--- src/hdl/rhr_pkg.sv ---
// Package with the constants and state codes of the reset, halt and run sequencer
// Function
// - Reset state on pin rise or bit rise
// - Both pins low hold the reset state
// - Powerup keeps reset for eight clocks
// - Reset exit runs call-zero then nop
// - Halt issues nops, host DMA continues
// - Powerup end, pin high: sequence then run
// - Powerup end, only tristate high: halt
// - Pin low or bit cleared halts run
// - Reset pin wins over control bit
// - Leaving halt passes reset and sequence
// - Pin pulse then low within ten halts
package rhr_pkg;

  // Cycles of reset state after powerup is detected
  localparam int unsigned PWRUP_CYC = 8;
  // Window after a pin rise in which a new low selects halt
  localparam int unsigned HALT_WINDOW_CYC = 10;
  // Width of the shared cycle counter
  localparam int unsigned CNT_W = 4;
  localparam logic [CNT_W-1:0] PWRUP_LAST = 4'(PWRUP_CYC - 1);
  localparam logic [CNT_W-1:0] WINDOW_LAST = 4'(HALT_WINDOW_CYC - 1);
  localparam logic [CNT_W-1:0] CNT_RESET = 4'h0;

  // Reset sequence call target and link register index
  localparam int unsigned CALL_ADDR_W = 16;
  localparam logic [CALL_ADDR_W-1:0] CALL_TARGET = 16'h0000;
  localparam logic [3:0] LINK_REG_INDEX = 4'he;

  // Pin synchroniser reset level (pins are idle high)
  localparam logic PIN_RESET_LEVEL = 1'b1;

  // Sequencer states, one-hot
  typedef enum logic [5:0] {
    ST_PWRUP = 6'h01, // Powerup or held reset state
    ST_RESET = 6'h02, // Reset state entered by an edge
    ST_CALL  = 6'h04, // Reset sequence, call slot
    ST_NOP   = 6'h08, // Reset sequence, nop slot
    ST_RUN   = 6'h10, // Fetch and execute
    ST_HALT  = 6'h20  // Internal nops only
  } rhr_state_t;

endpackage : rhr_pkg

--- src/hdl/rhr_pin_sync.sv ---
// Three-stage pin synchroniser with agreement filter
`timescale 1ns/1ps
module rhr_pin_sync (
  input wire logic clock_in,
  input wire logic rst_n_in,
  input wire logic pin_in,
  output logic level_out
);

  logic meta_reg; // First stage, read only by the second
  logic sync2_reg; // Second stage
  logic sync3_reg; // Third stage
  logic level_reg; // Accepted level
  logic agree; // Second and third stages match

  // A change counts once two settled stages agree
  assign agree = (sync2_reg == sync3_reg);

  // Shift chain and accepted level
  always_ff @(posedge clock_in or negedge rst_n_in) begin
    if (!rst_n_in) begin
      meta_reg <= rhr_pkg::PIN_RESET_LEVEL;
      sync2_reg <= rhr_pkg::PIN_RESET_LEVEL;
      sync3_reg <= rhr_pkg::PIN_RESET_LEVEL;
      level_reg <= rhr_pkg::PIN_RESET_LEVEL;
    end else begin
      meta_reg <= pin_in;
      sync2_reg <= meta_reg;
      sync3_reg <= sync2_reg;
      if (agree) begin
        level_reg <= sync3_reg;
      end
    end
  end

  assign level_out = level_reg;

endmodule : rhr_pin_sync

--- src/hdl/rhr_sequencer.sv ---
// Reset, halt and run mode sequencer of the signal processor
`timescale 1ns/1ps
module rhr_sequencer (
  input wire logic clock_in,
  input wire logic rst_n_in,
  input wire logic reset_halt_n_in,
  input wire logic tristate_request_n_in,
  input wire logic run_halt_bit_in,
  output logic reset_state_out,
  output logic call_issue_out,
  output logic [rhr_pkg::CALL_ADDR_W-1:0] call_target_out,
  output logic [3:0] link_reg_sel_out,
  output logic nop_issue_out,
  output logic run_mode_out,
  output logic halt_mode_out,
  output logic dma_enable_out
);

  // Mode flow in brief
  // Powerup state: entered on asynchronous reset or both pins low
  // It counts a fixed number of cycles, then samples the reset pin
  // Pin high at that point ends in run, pin low ends in halt
  // Every exit from a reset state goes through the call slot
  // The call slot is followed by exactly one nop slot
  // Only after the nop slot does run or halt begin
  //
  // Edge-entered reset state
  // A pin release or a run bit rise starts it from run or halt
  // It lasts a fixed window so a quick second low can pick halt
  // Trade-off: every edge-entered reset costs the full window
  // Limitation: edges seen during a reset state or the sequence are dropped
  //
  // Priorities
  // Both pins low beats everything, including the sequence slots
  // The reset pin beats the run bit in both directions
  // A run bit rise counts only while the synchronised pin is high
  //
  // Timing seen from the pins
  // A pin change needs about five edges to reach the mode logic
  // Outputs are registered from the next state, so they match the state
  // Pulses shorter than about two cycles may never be seen at all
  //
  // Host DMA
  // Allowed in every state but the reset states
  // Halt keeps it running, since only instruction issue stops there

  // Synchronised pin levels
  logic reset_halt_n_sync; // Reset and halt request, active low
  logic tristate_request_n_sync; // Tristate request, active low

  // Edge history
  logic reset_halt_n_prev_reg; // Last cycle's synchronised reset pin
  logic run_halt_bit_prev_reg; // Last cycle's control bit

  // State and counter
  rhr_pkg::rhr_state_t state_reg;
  rhr_pkg::rhr_state_t state_next;
  logic [rhr_pkg::CNT_W-1:0] cnt_reg; // Cycles spent in the reset states
  logic [rhr_pkg::CNT_W-1:0] cnt_next;
  logic halt_target_reg; // Reset sequence will end in halt
  logic halt_target_next;

  // Registered outputs
  logic reset_state_reg;
  logic call_issue_reg;
  logic nop_issue_reg;
  logic run_mode_reg;
  logic halt_mode_reg;
  logic dma_enable_reg;

  // Decoded conditions
  logic pin_rise; // Reset pin released
  logic pin_low; // Reset pin asserted
  logic bit_rise; // Control bit written from 0 to 1
  logic bit_fall; // Control bit written from 1 to 0
  logic hold_reset; // Both pins asserted
  logic enter_reset; // Edge that starts a fresh reset state
  logic go_halt; // Run mode must stop
  logic pwrup_done; // Eight powerup cycles elapsed
  logic window_done; // Halt selection window elapsed
  logic in_pwrup;
  logic in_reset;
  logic in_call;
  logic in_nop;
  logic in_run;
  logic in_halt;

  // Pin synchronisers; mode logic sees only their filtered levels
  // The pins come from board logic with no relation to this clock
  // Reading them raw could split one change across two decisions
  // Both instances reset to the idle high level of the pins
  rhr_pin_sync u_sync_reset_halt (
    .clock_in (clock_in),
    .rst_n_in (rst_n_in),
    .pin_in (reset_halt_n_in),
    .level_out (reset_halt_n_sync)
  );

  rhr_pin_sync u_sync_tristate (
    .clock_in (clock_in),
    .rst_n_in (rst_n_in),
    .pin_in (tristate_request_n_in),
    .level_out (tristate_request_n_sync)
  );

  // State decode
  assign in_pwrup = (state_reg == rhr_pkg::ST_PWRUP);
  assign in_reset = (state_reg == rhr_pkg::ST_RESET);
  assign in_call = (state_reg == rhr_pkg::ST_CALL);
  assign in_nop = (state_reg == rhr_pkg::ST_NOP);
  assign in_run = (state_reg == rhr_pkg::ST_RUN);
  assign in_halt = (state_reg == rhr_pkg::ST_HALT);

  // Edge and level decode
  assign pin_rise = reset_halt_n_sync & ~reset_halt_n_prev_reg;
  assign pin_low = ~reset_halt_n_sync;
  assign bit_rise = run_halt_bit_in & ~run_halt_bit_prev_reg;
  assign bit_fall = ~run_halt_bit_in & run_halt_bit_prev_reg;
  assign hold_reset = ~tristate_request_n_sync & ~reset_halt_n_sync;
  // Bit rise only counts while the pin is high, so the pin wins
  assign enter_reset = pin_rise | (bit_rise & reset_halt_n_sync);
  // Pin low halts even if the bit still asks for run
  assign go_halt = pin_low | bit_fall;
  assign pwrup_done = (cnt_reg == rhr_pkg::PWRUP_LAST);
  assign window_done = (cnt_reg == rhr_pkg::WINDOW_LAST);

  // Next-state logic
  // The hold check sits outside the case so that it wins in any state
  // Counter and halt target travel with the state they belong to
  always_comb begin
    state_next = state_reg;
    cnt_next = cnt_reg;
    halt_target_next = halt_target_reg;
    if (hold_reset) begin
      // Both pins low: held in reset, restarts like powerup
      state_next = rhr_pkg::ST_PWRUP;
      cnt_next = rhr_pkg::CNT_RESET;
      halt_target_next = 1'b0;
    end else begin
      unique case (state_reg)
        rhr_pkg::ST_PWRUP: begin
          // Count the powerup cycles, then sample the pins
          if (pwrup_done) begin
            state_next = rhr_pkg::ST_CALL;
            cnt_next = rhr_pkg::CNT_RESET;
            // Pin high runs whatever tristate is; else halt
            halt_target_next = ~reset_halt_n_sync;
          end else begin
            cnt_next = cnt_reg + 4'h1;
          end
        end
        rhr_pkg::ST_RESET: begin
          // A new low inside the window selects halt
          if (pin_low) begin
            halt_target_next = 1'b1;
          end
          if (window_done) begin
            state_next = rhr_pkg::ST_CALL;
            cnt_next = rhr_pkg::CNT_RESET;
          end else begin
            cnt_next = cnt_reg + 4'h1;
          end
        end
        rhr_pkg::ST_CALL: begin
          // Call slot of the reset sequence
          state_next = rhr_pkg::ST_NOP;
        end
        rhr_pkg::ST_NOP: begin
          // Sequence done; pin low at this point also forces halt
          if (halt_target_reg | pin_low) begin
            state_next = rhr_pkg::ST_HALT;
          end else begin
            state_next = rhr_pkg::ST_RUN;
          end
        end
        rhr_pkg::ST_RUN: begin
          if (enter_reset) begin
            state_next = rhr_pkg::ST_RESET;
            cnt_next = rhr_pkg::CNT_RESET;
            halt_target_next = 1'b0;
          end else if (go_halt) begin
            state_next = rhr_pkg::ST_HALT;
          end
        end
        rhr_pkg::ST_HALT: begin
          // Leave halt only through reset state and sequence
          if (enter_reset) begin
            state_next = rhr_pkg::ST_RESET;
            cnt_next = rhr_pkg::CNT_RESET;
            halt_target_next = 1'b0;
          end
        end
        default: begin
          // Illegal one-hot code recovers through powerup
          state_next = rhr_pkg::ST_PWRUP;
          cnt_next = rhr_pkg::CNT_RESET;
          halt_target_next = 1'b0;
        end
      endcase
    end
  end

  // Output decode from the next state, so outputs leave flops aligned with state
  logic reset_state_next;
  logic call_issue_next;
  logic nop_issue_next;
  logic run_mode_next;
  logic halt_mode_next;
  logic dma_enable_next;

  assign reset_state_next = (state_next == rhr_pkg::ST_PWRUP) |
                            (state_next == rhr_pkg::ST_RESET);
  assign call_issue_next = (state_next == rhr_pkg::ST_CALL);
  // Sequence nop and halt nops share one issue path
  assign nop_issue_next = (state_next == rhr_pkg::ST_NOP) |
                          (state_next == rhr_pkg::ST_HALT);
  assign run_mode_next = (state_next == rhr_pkg::ST_RUN);
  assign halt_mode_next = (state_next == rhr_pkg::ST_HALT);
  // Host DMA keeps going in halt; only the reset state stops it
  assign dma_enable_next = ~reset_state_next;

  // State, counter and edge history
  // Edge history resets to idle levels, so no false pin edge follows reset
  // Pin history starts high, run bit history starts low
  // A run bit already high after reset is ignored while in powerup
  always_ff @(posedge clock_in or negedge rst_n_in) begin
    if (!rst_n_in) begin
      state_reg <= rhr_pkg::ST_PWRUP;
      cnt_reg <= rhr_pkg::CNT_RESET;
      halt_target_reg <= 1'b0;
      reset_halt_n_prev_reg <= rhr_pkg::PIN_RESET_LEVEL;
      run_halt_bit_prev_reg <= 1'b0;
    end else begin
      state_reg <= state_next;
      cnt_reg <= cnt_next;
      halt_target_reg <= halt_target_next;
      reset_halt_n_prev_reg <= reset_halt_n_sync;
      run_halt_bit_prev_reg <= run_halt_bit_in;
    end
  end

  // Registered mode outputs
  // Reset values show the reset state with DMA stopped
  // Every output leaves a flop, so no decode glitch reaches the pins
  always_ff @(posedge clock_in or negedge rst_n_in) begin
    if (!rst_n_in) begin
      reset_state_reg <= 1'b1;
      call_issue_reg <= 1'b0;
      nop_issue_reg <= 1'b0;
      run_mode_reg <= 1'b0;
      halt_mode_reg <= 1'b0;
      dma_enable_reg <= 1'b0;
    end else begin
      reset_state_reg <= reset_state_next;
      call_issue_reg <= call_issue_next;
      nop_issue_reg <= nop_issue_next;
      run_mode_reg <= run_mode_next;
      halt_mode_reg <= halt_mode_next;
      dma_enable_reg <= dma_enable_next;
    end
  end

  // Call target is constant; link register index held only while the call slot is live
  logic [rhr_pkg::CALL_ADDR_W-1:0] call_target_reg;
  logic [3:0] link_reg_sel_reg;

  always_ff @(posedge clock_in or negedge rst_n_in) begin
    if (!rst_n_in) begin
      call_target_reg <= rhr_pkg::CALL_TARGET;
      link_reg_sel_reg <= 4'h0;
    end else begin
      call_target_reg <= rhr_pkg::CALL_TARGET;
      link_reg_sel_reg <= call_issue_next ? rhr_pkg::LINK_REG_INDEX : 4'h0;
    end
  end

  // Output pins driven straight from the registers above
  assign reset_state_out = reset_state_reg;
  assign call_issue_out = call_issue_reg;
  assign call_target_out = call_target_reg;
  assign link_reg_sel_out = link_reg_sel_reg;
  assign nop_issue_out = nop_issue_reg;
  assign run_mode_out = run_mode_reg;
  assign halt_mode_out = halt_mode_reg;
  assign dma_enable_out = dma_enable_reg;

endmodule : rhr_sequencer

--- config.mk ---
export PLATFORM = sky130hd
export DESIGN_NAME = rhr_sequencer
export DESIGN_NICKNAME = d
export VERILOG_FILES = /design/src/hdl/rhr_pkg.sv /design/src/hdl/rhr_pin_sync.sv /design/src/hdl/rhr_sequencer.sv
export SDC_FILE = /design/constraint.sdc
export NUM_CORES = 1
export LEC_CHECK = 0
export BUFFER_PORTS_ARGS = -buffer_cell sky130_fd_sc_hd__buf_2
export CORE_MARGIN = 4
export CORE_UTILIZATION = 53
export DETAILED_ROUTE_END_ITERATION = 12
export PLACE_DENSITY = 0.78
export SETUP_SLACK_MARGIN = 0.4
export SLEW_MARGIN = 40
export SYNTH_ARGS = -nofsm -noshare
export SYNTH_HDL_FRONTEND = slang
export SYNTH_SLANG_ARGS = --single-unit
--- constraint.sdc ---
create_clock -name clock_in -period 1.97 [get_ports clock_in]
set_input_delay 0.394 -clock clock_in [delete_from_list [all_inputs] [get_ports clock_in]]
set_output_delay 0.394 -clock clock_in [all_outputs]
set_load 0.01 [all_outputs]
# Word level (Yosys, flattened, before mapping)
# Cells that the tools add are included.
# Widths: inputs -> output; s select.
# totals
regBits,31
in_bits,5
out_inout_bits,26
elab_cells,80
# op_classes
n_addsub,1
eq_ne,20
mux,19
bitwise,16
n_reduce_logical,4
# op_table
op,n
$mux 6,7
$pmux 6 s6,1
$mux 4,5
$pmux 4 s4,1
$eq 6x1->1 const B,2
$eq 6x2->1 const B,2
$eq 6x3->1 const B,2
$eq 6x4->1 const B,2
$eq 6x5->1 const B,2
$eq 6x6->1 const B,2
$ne 3x3->1 const B,2
$not 1->1,6
$and 1x1->1,5
$or 1x1->1,5
$add 4x1->4 const B,1
$eq 4x3->1 const B,1
$eq 4x4->1 const B,1
$mux 1,4
$pmux 1 s4,1
$reduce_and 4->1,1
$reduce_or 2->1,2
$ne 3x1->1 const B,1
$eq 1x1->1,2
$ne 2x1->1 const B,1
$reduce_and 2->1,1

# Logic depth before layout (Yosys ltp)
# depth
ltp_word,10
ltp_mapped,6
ltp_nobuf,6

# Modules after synthesis
# A second synthesis with hierarchy kept.
# unflattened
hier_cells,130
area_unflattened_um2,1377.6
# modules_own_cells
module,instances,cells_each,area_each_um2,seq_area_each_um2
rhr_sequencer,1,120,1144.8,479.2
rhr_pin_sync,2,5,116.4,105.1

# Worst setup path before layout
# No wires, ideal clock.
# synth_path
kind,reg-to-reg
startpoint,reg state_reg[2]
endpoint,"reg dma_enable_reg, in the netlist dma_enable_out"
setup_time_ns,0.119
arrival_time_ns,1.536
required_time_ns,1.851
setup_slack_ns,0.315
path_stages_with_launch,6
n_path_buf,1
synth_period_minus_slack_ns,1.655
cell_sequence,dfrtp_1 > or4_1 > buf_6 > nor3_4 > a311oi_1 > and2_1
# synth_between
elab_chain_len,7
word_cells_on_any_way,17
classes_between,eq/ne: 8; mux: 7; bitwise: 2
# synth_lines
element,line,text
from (decl),rhr_sequencer.sv:56,rhr_pkg::rhr_state_t state_reg;
from (signal assigned),rhr_sequencer.sv:228,state_reg <= rhr_pkg::ST_PWRUP;
from (signal assigned),rhr_sequencer.sv:234,state_reg <= state_next;
$mux 6,rhr_sequencer.sv:181,end else if (go_halt) begin
$mux 6,rhr_sequencer.sv:177,if (enter_reset) begin
$pmux 6 s6 (*),rhr_sequencer.sv:140,unique case (state_reg)
$mux 6 (*),rhr_sequencer.sv:134,if (hold_reset) begin
$eq 6x1->1 / $eq 6x2->1 (equally long branches),"rhr_sequencer.sv:211, rhr_sequencer.sv:212",
$or 1x1->1 (*),rhr_sequencer.sv:211,assign reset_state_next = (state_next == rhr_pkg::ST_PWRUP) |
$not 1->1 (*),rhr_sequencer.sv:220,assign dma_enable_next = ~reset_state_next;
via dma_enable_next,rhr_sequencer.sv:209,logic dma_enable_next;
to (signal assigned),rhr_sequencer.sv:259,dma_enable_reg <= dma_enable_next;
to (decl),rhr_sequencer.sv:69,logic dma_enable_reg;
# Mark *: on every way through the listed nets, which the timed path passes. The rest lies on a longest branch.
# A chain may end at the register's enable or synchronous reset.

# Final worst setup path
# layout_path
startpoint,reg state_reg[1]
endpoint,reg state_reg[5]
# layout_between
elab_chain_len,3
word_cells_on_any_way,8
classes_between,eq/ne: 6; mux: 2
# layout_lines
element,line,text
"$eq 6x6->1, or another cell as far along",rhr_sequencer.sv:140,
$pmux 6 s6 (*),rhr_sequencer.sv:140,
$mux 6 (*),rhr_sequencer.sv:134,
via state_next[5],rhr_sequencer.sv:57,rhr_pkg::rhr_state_t state_next;
# Marks and branches as above.

==> results.sh <==
export IMPL_outcome="complete, no violations"
export IMPL_sequential_cell_area_um2=692
export IMPL_clock_insertion_delay_worst_skew_ns=0.33
export IMPL_grt_antenna_before_repair=0
export IMPL_critical_path_cell_by_cell="or4_4, o41ai_4, a31oi_4, a21oi_2"
export IMPL_worst_ep_required_time_ns=2.23
export IMPL_wirelength_um=3450
export IMPL_synth_seq_cells=27
export IMPL_dominantRegCellSynth="sky130_fd_sc_hd__dfrtp_1"
export IMPL_final_period_minus_worst_setup_slack_ns=1.82
export IMPL_largest_fanout_on_the_critical_path=4
export IMPL_final_cell_mix="17 x sky130_fd_sc_hd__conb_1, 14 x sky130_fd_sc_hd__dfrtp_1, 13 x sky130_fd_sc_hd__buf_2"
export IMPL_critical_path_class="reg -> reg"
export IMPL_peak_vdd_ir_mv=0.718
export IMPL_flip_flop_count_of_the_largest_register_after_layout=6
export IMPL_final_setup_skew_ns=0.00108
export IMPL_setup_repair_after_global_routing_missed_its_margin="true"
export IMPL_worst_setup_path_end_kind="flop"
export IMPL_timing_rr_start="state_reg[1]"
export IMPL_setup_viol=0
export IMPL_i_o_buffers=13
export IMPL_setup_crit_start_kind="flop"
export IMPL_yosys_cell_types_count=44
export IMPL_design_final_nets=164
export IMPL_net_switching_power_w=0.000619
export IMPL_slowest_stage_cell_cp="sky130_fd_sc_hd__or4_4"
export IMPL_clk_path_buf_depth=2
export IMPL_gp_congestion=0.846
export IMPL_drt_pre_antenna_iters=4
export IMPL_htree_num_levels=1
export IMPL_grt_pass1_vias=985
export IMPL_rr_endpoint="state_reg[5]"
export IMPL_setup_tns_ns=0
export IMPL_power_density_cell_area_nw_per_um2=969
export IMPL_maximum_number_of_pins_on_one_net_before_global_route_repair=28
export IMPL_seq_area_frac_synth_pct=47.6
export IMPL_worstHoldPathType="in -> async"
export IMPL_critical_path_arrival_ns=2.08
export IMPL_ctsHoldBuffers=0
export IMPL_groute_usage_overall_pct=16.8
export IMPL_synth_top_area_share_pct=27.7
export IMPL_synthCells=137
export IMPL_grt_overflow=0
export IMPL_syn_avg_cell_area_um2=10.6
export IMPL_cts_clock_pin_slew_for_the_worst_setup_and_hold_paths_ns=0.14
export IMPL_pwr_share_clk_pct=14.7
export IMPL_critPathBufInv=0
export IMPL_combinationalPowerShare_pct=40.1
export IMPL_mappedNetlistArea_um2=1450
export IMPL_dieWidth_um=60.3
export IMPL_max_cap_viols=0
export IMPL_dieArea_um2=3630
export IMPL_slew_headroom_pct=61.1
export IMPL_ant_nets=0
export IMPL_io_pins=31
export IMPL_p_int_w=0.00103
export IMPL_total_power_w=0.00165
export IMPL_synth_async_sr_flop_share_pct=100
export IMPL_synthesis_yosys_warnings=0
export IMPL_die_height_um=60.3
export IMPL_worst_path_dominant_cell_family="compound AO/OA/AOI/OAI gates"
export IMPL_floorplan_initialDensity_pct=56.9
export IMPL_min_period_over_period_pct=92.5
export IMPL_synthDominantAreaCellType="sky130_fd_sc_hd__dfrtp_1"
export IMPL_synth_enable_flop_cells=0
export IMPL_ctsRootBufferMaster="sky130_fd_sc_hd__clkbuf_4"
export IMPL_area_taken_by_multi_input_logic_gates_um2=779
export IMPL_drc_errors=0
export IMPL_drt_initial_drc_count=74
export IMPL_p_leak_nw=0.751
export IMPL_report_final_slew_viol_count=0
export IMPL_area_growth_synth_to_final_pct=17.6
export IMPL_critical_path_s_largest_stage_delay_ns=0.57
export IMPL_grt_first_pass_wirelength_um=4510
export IMPL_fill_cells=192
export IMPL_timing_worst_slew_pin_value_ns=0.583
export IMPL_placeableCoreArea_um2=2540
export IMPL_seq_power_share_pct=45.2
export IMPL_numClockSinks=27
export IMPL_cts_bufs_inserted=3
export IMPL_drt_vias_per_instance=5.97
export IMPL_post_synth_main_area_contributors="sky130_fd_sc_hd__dfrtp_1 28%, sky130_fd_sc_hd__dfstp_2 20%, sky130_fd_sc_hd__buf_4 10%"
export IMPL_diodes=0
export IMPL_critical_path_startpoint="state_reg[1]"
export IMPL_tritoncts="built"
export IMPL_max_freq_ghz=0.549
export IMPL_route_detailed_wl_per_inst_um=18.6
export IMPL_reg2reg_depth=4
export IMPL_hpwl_um=2020
export IMPL_netSwitchingFraction_pct=37.5
export IMPL_timing_final_hold_violations=0
export IMPL_rows=18
export IMPL_num_vias=1111
export IMPL_layout_drive_gt1_share_pct=44.2
export IMPL_reg2reg_setup_slack_ns=0.15
export IMPL_final_common_cell="sky130_fd_sc_hd__conb_1"
final cells by class:
| cell class | instances | share of cell area [%] |
|---|---|---|
| tap | 30 | 2.20 |
| clock buffer | 4 | 1.54 |
| timing repair buffer | 22 | 8.52 |
| inverter | 6 | 1.32 |
| multi-input combinational | 97 | 45.8 |
| sequential | 27 | 40.6 |
per-layer routing:
metal | track usage (%) | up-vias | wire [µm]
li1 | - | 483 | -
met1 | 20.8 | 528 | 1210
met2 | 28.1 | 81 | 1760
met3 | 3.67 | 19 | 340
met4 | 6.96 | 0 | 134
met5 | 0 | - | 0
worst reg2reg max path: stages, from the launching register on:
cell and delay [ns]:
sky130_fd_sc_hd__dfrtp_1 0.46, sky130_fd_sc_hd__or4_4 0.57, sky130_fd_sc_hd__o41ai_4 0.38, sky130_fd_sc_hd__a31oi_4 0.15, sky130_fd_sc_hd__a21oi_2 0.19
power groups by stage:
stage / Clock (W) / Combinational [W] / Sequential, W
global placement: 0 / 0.000441 / 0.000742
finish: 0.000243 / 0.000661 / 0.000746
detailed placement: 0 / 0.000464 / 0.000749
floorplan: 0 / 0.000375 / 0.000738
global route: 0.000268 / 0.000703 / 0.000756
CTS: 0.000246 / 0.000522 / 0.000739
cell usage after synthesis, drive strengths merged (2+ instances only):
| library cell | n |
|---|---|
| or4 | 3 |
| a31oi | 3 |
| nor3 | 4 |
| nand2 | 3 |
| a21oi | 5 |
| nand2b | 8 |
| ha | 2 |
| and3b | 2 |
| nor2 | 10 |
| o21ai | 5 |
| maj3 | 2 |
| nor2b | 4 |
| o221ai | 3 |
| o31ai | 2 |
| dfrtp | 16 |
| or2 | 3 |
| inv | 6 |
| a21o | 2 |
| nand3 | 2 |
| and2 | 2 |
| o211ai | 2 |
| buf | 22 |
| dfstp | 11 |
per-stage QoR:
stage	area, µm²	hold slack [ns]	utilization [%]	worst slack [ns]	instances
after floorplan	1510	0.0984	-	0.385	153
after global placement	1440	0.351	56.6	0.266	173
after detailed placement	1440	0.348	56.6	0.183	173
after CTS	1550	0.0567	60.9	0.232	182
after global routing	1700	0.0584	66.9	0.146	186
final	1700	0.0411	66.9	0.148	186
repair_timing:
item                                    4_1_cts  5_1_grt
endpoints found under the setup margin       14       16
buffers inserted                              5        4
pin swaps                                     7        6
resized for setup                            10       20
cell families (layout without fill, tap and decap cells):
logic type | Yosys count | after routing | synth area share (%)
simple gates | 45 | 45 | 19.6
buf+inv | 29 | 32 | 13.3
compound gates | 29 | 29 | 14.8
xor+xnor | 1 | 1 | 0.605
fa+ha+maj | 4 | 4 | 3.11
other cells | 1 | 17 | 0.259
mux | 1 | 1 | 0.691
flops | 27 | 27 | 47.6
worst max path at each step:
stage                      endpoint  slack, ns  cells after the start
finish                 state_reg[5]       0.15                      4
global route        halt_target_reg       0.15                      5
CTS                    state_reg[5]       0.23                      4
detailed placement     state_reg[5]       0.18                      4
global placement         cnt_reg[3]       0.27                      4
floorplan            dma_enable_out       0.38                      5
Note: power is estimated with default switching activity, not from simulation.
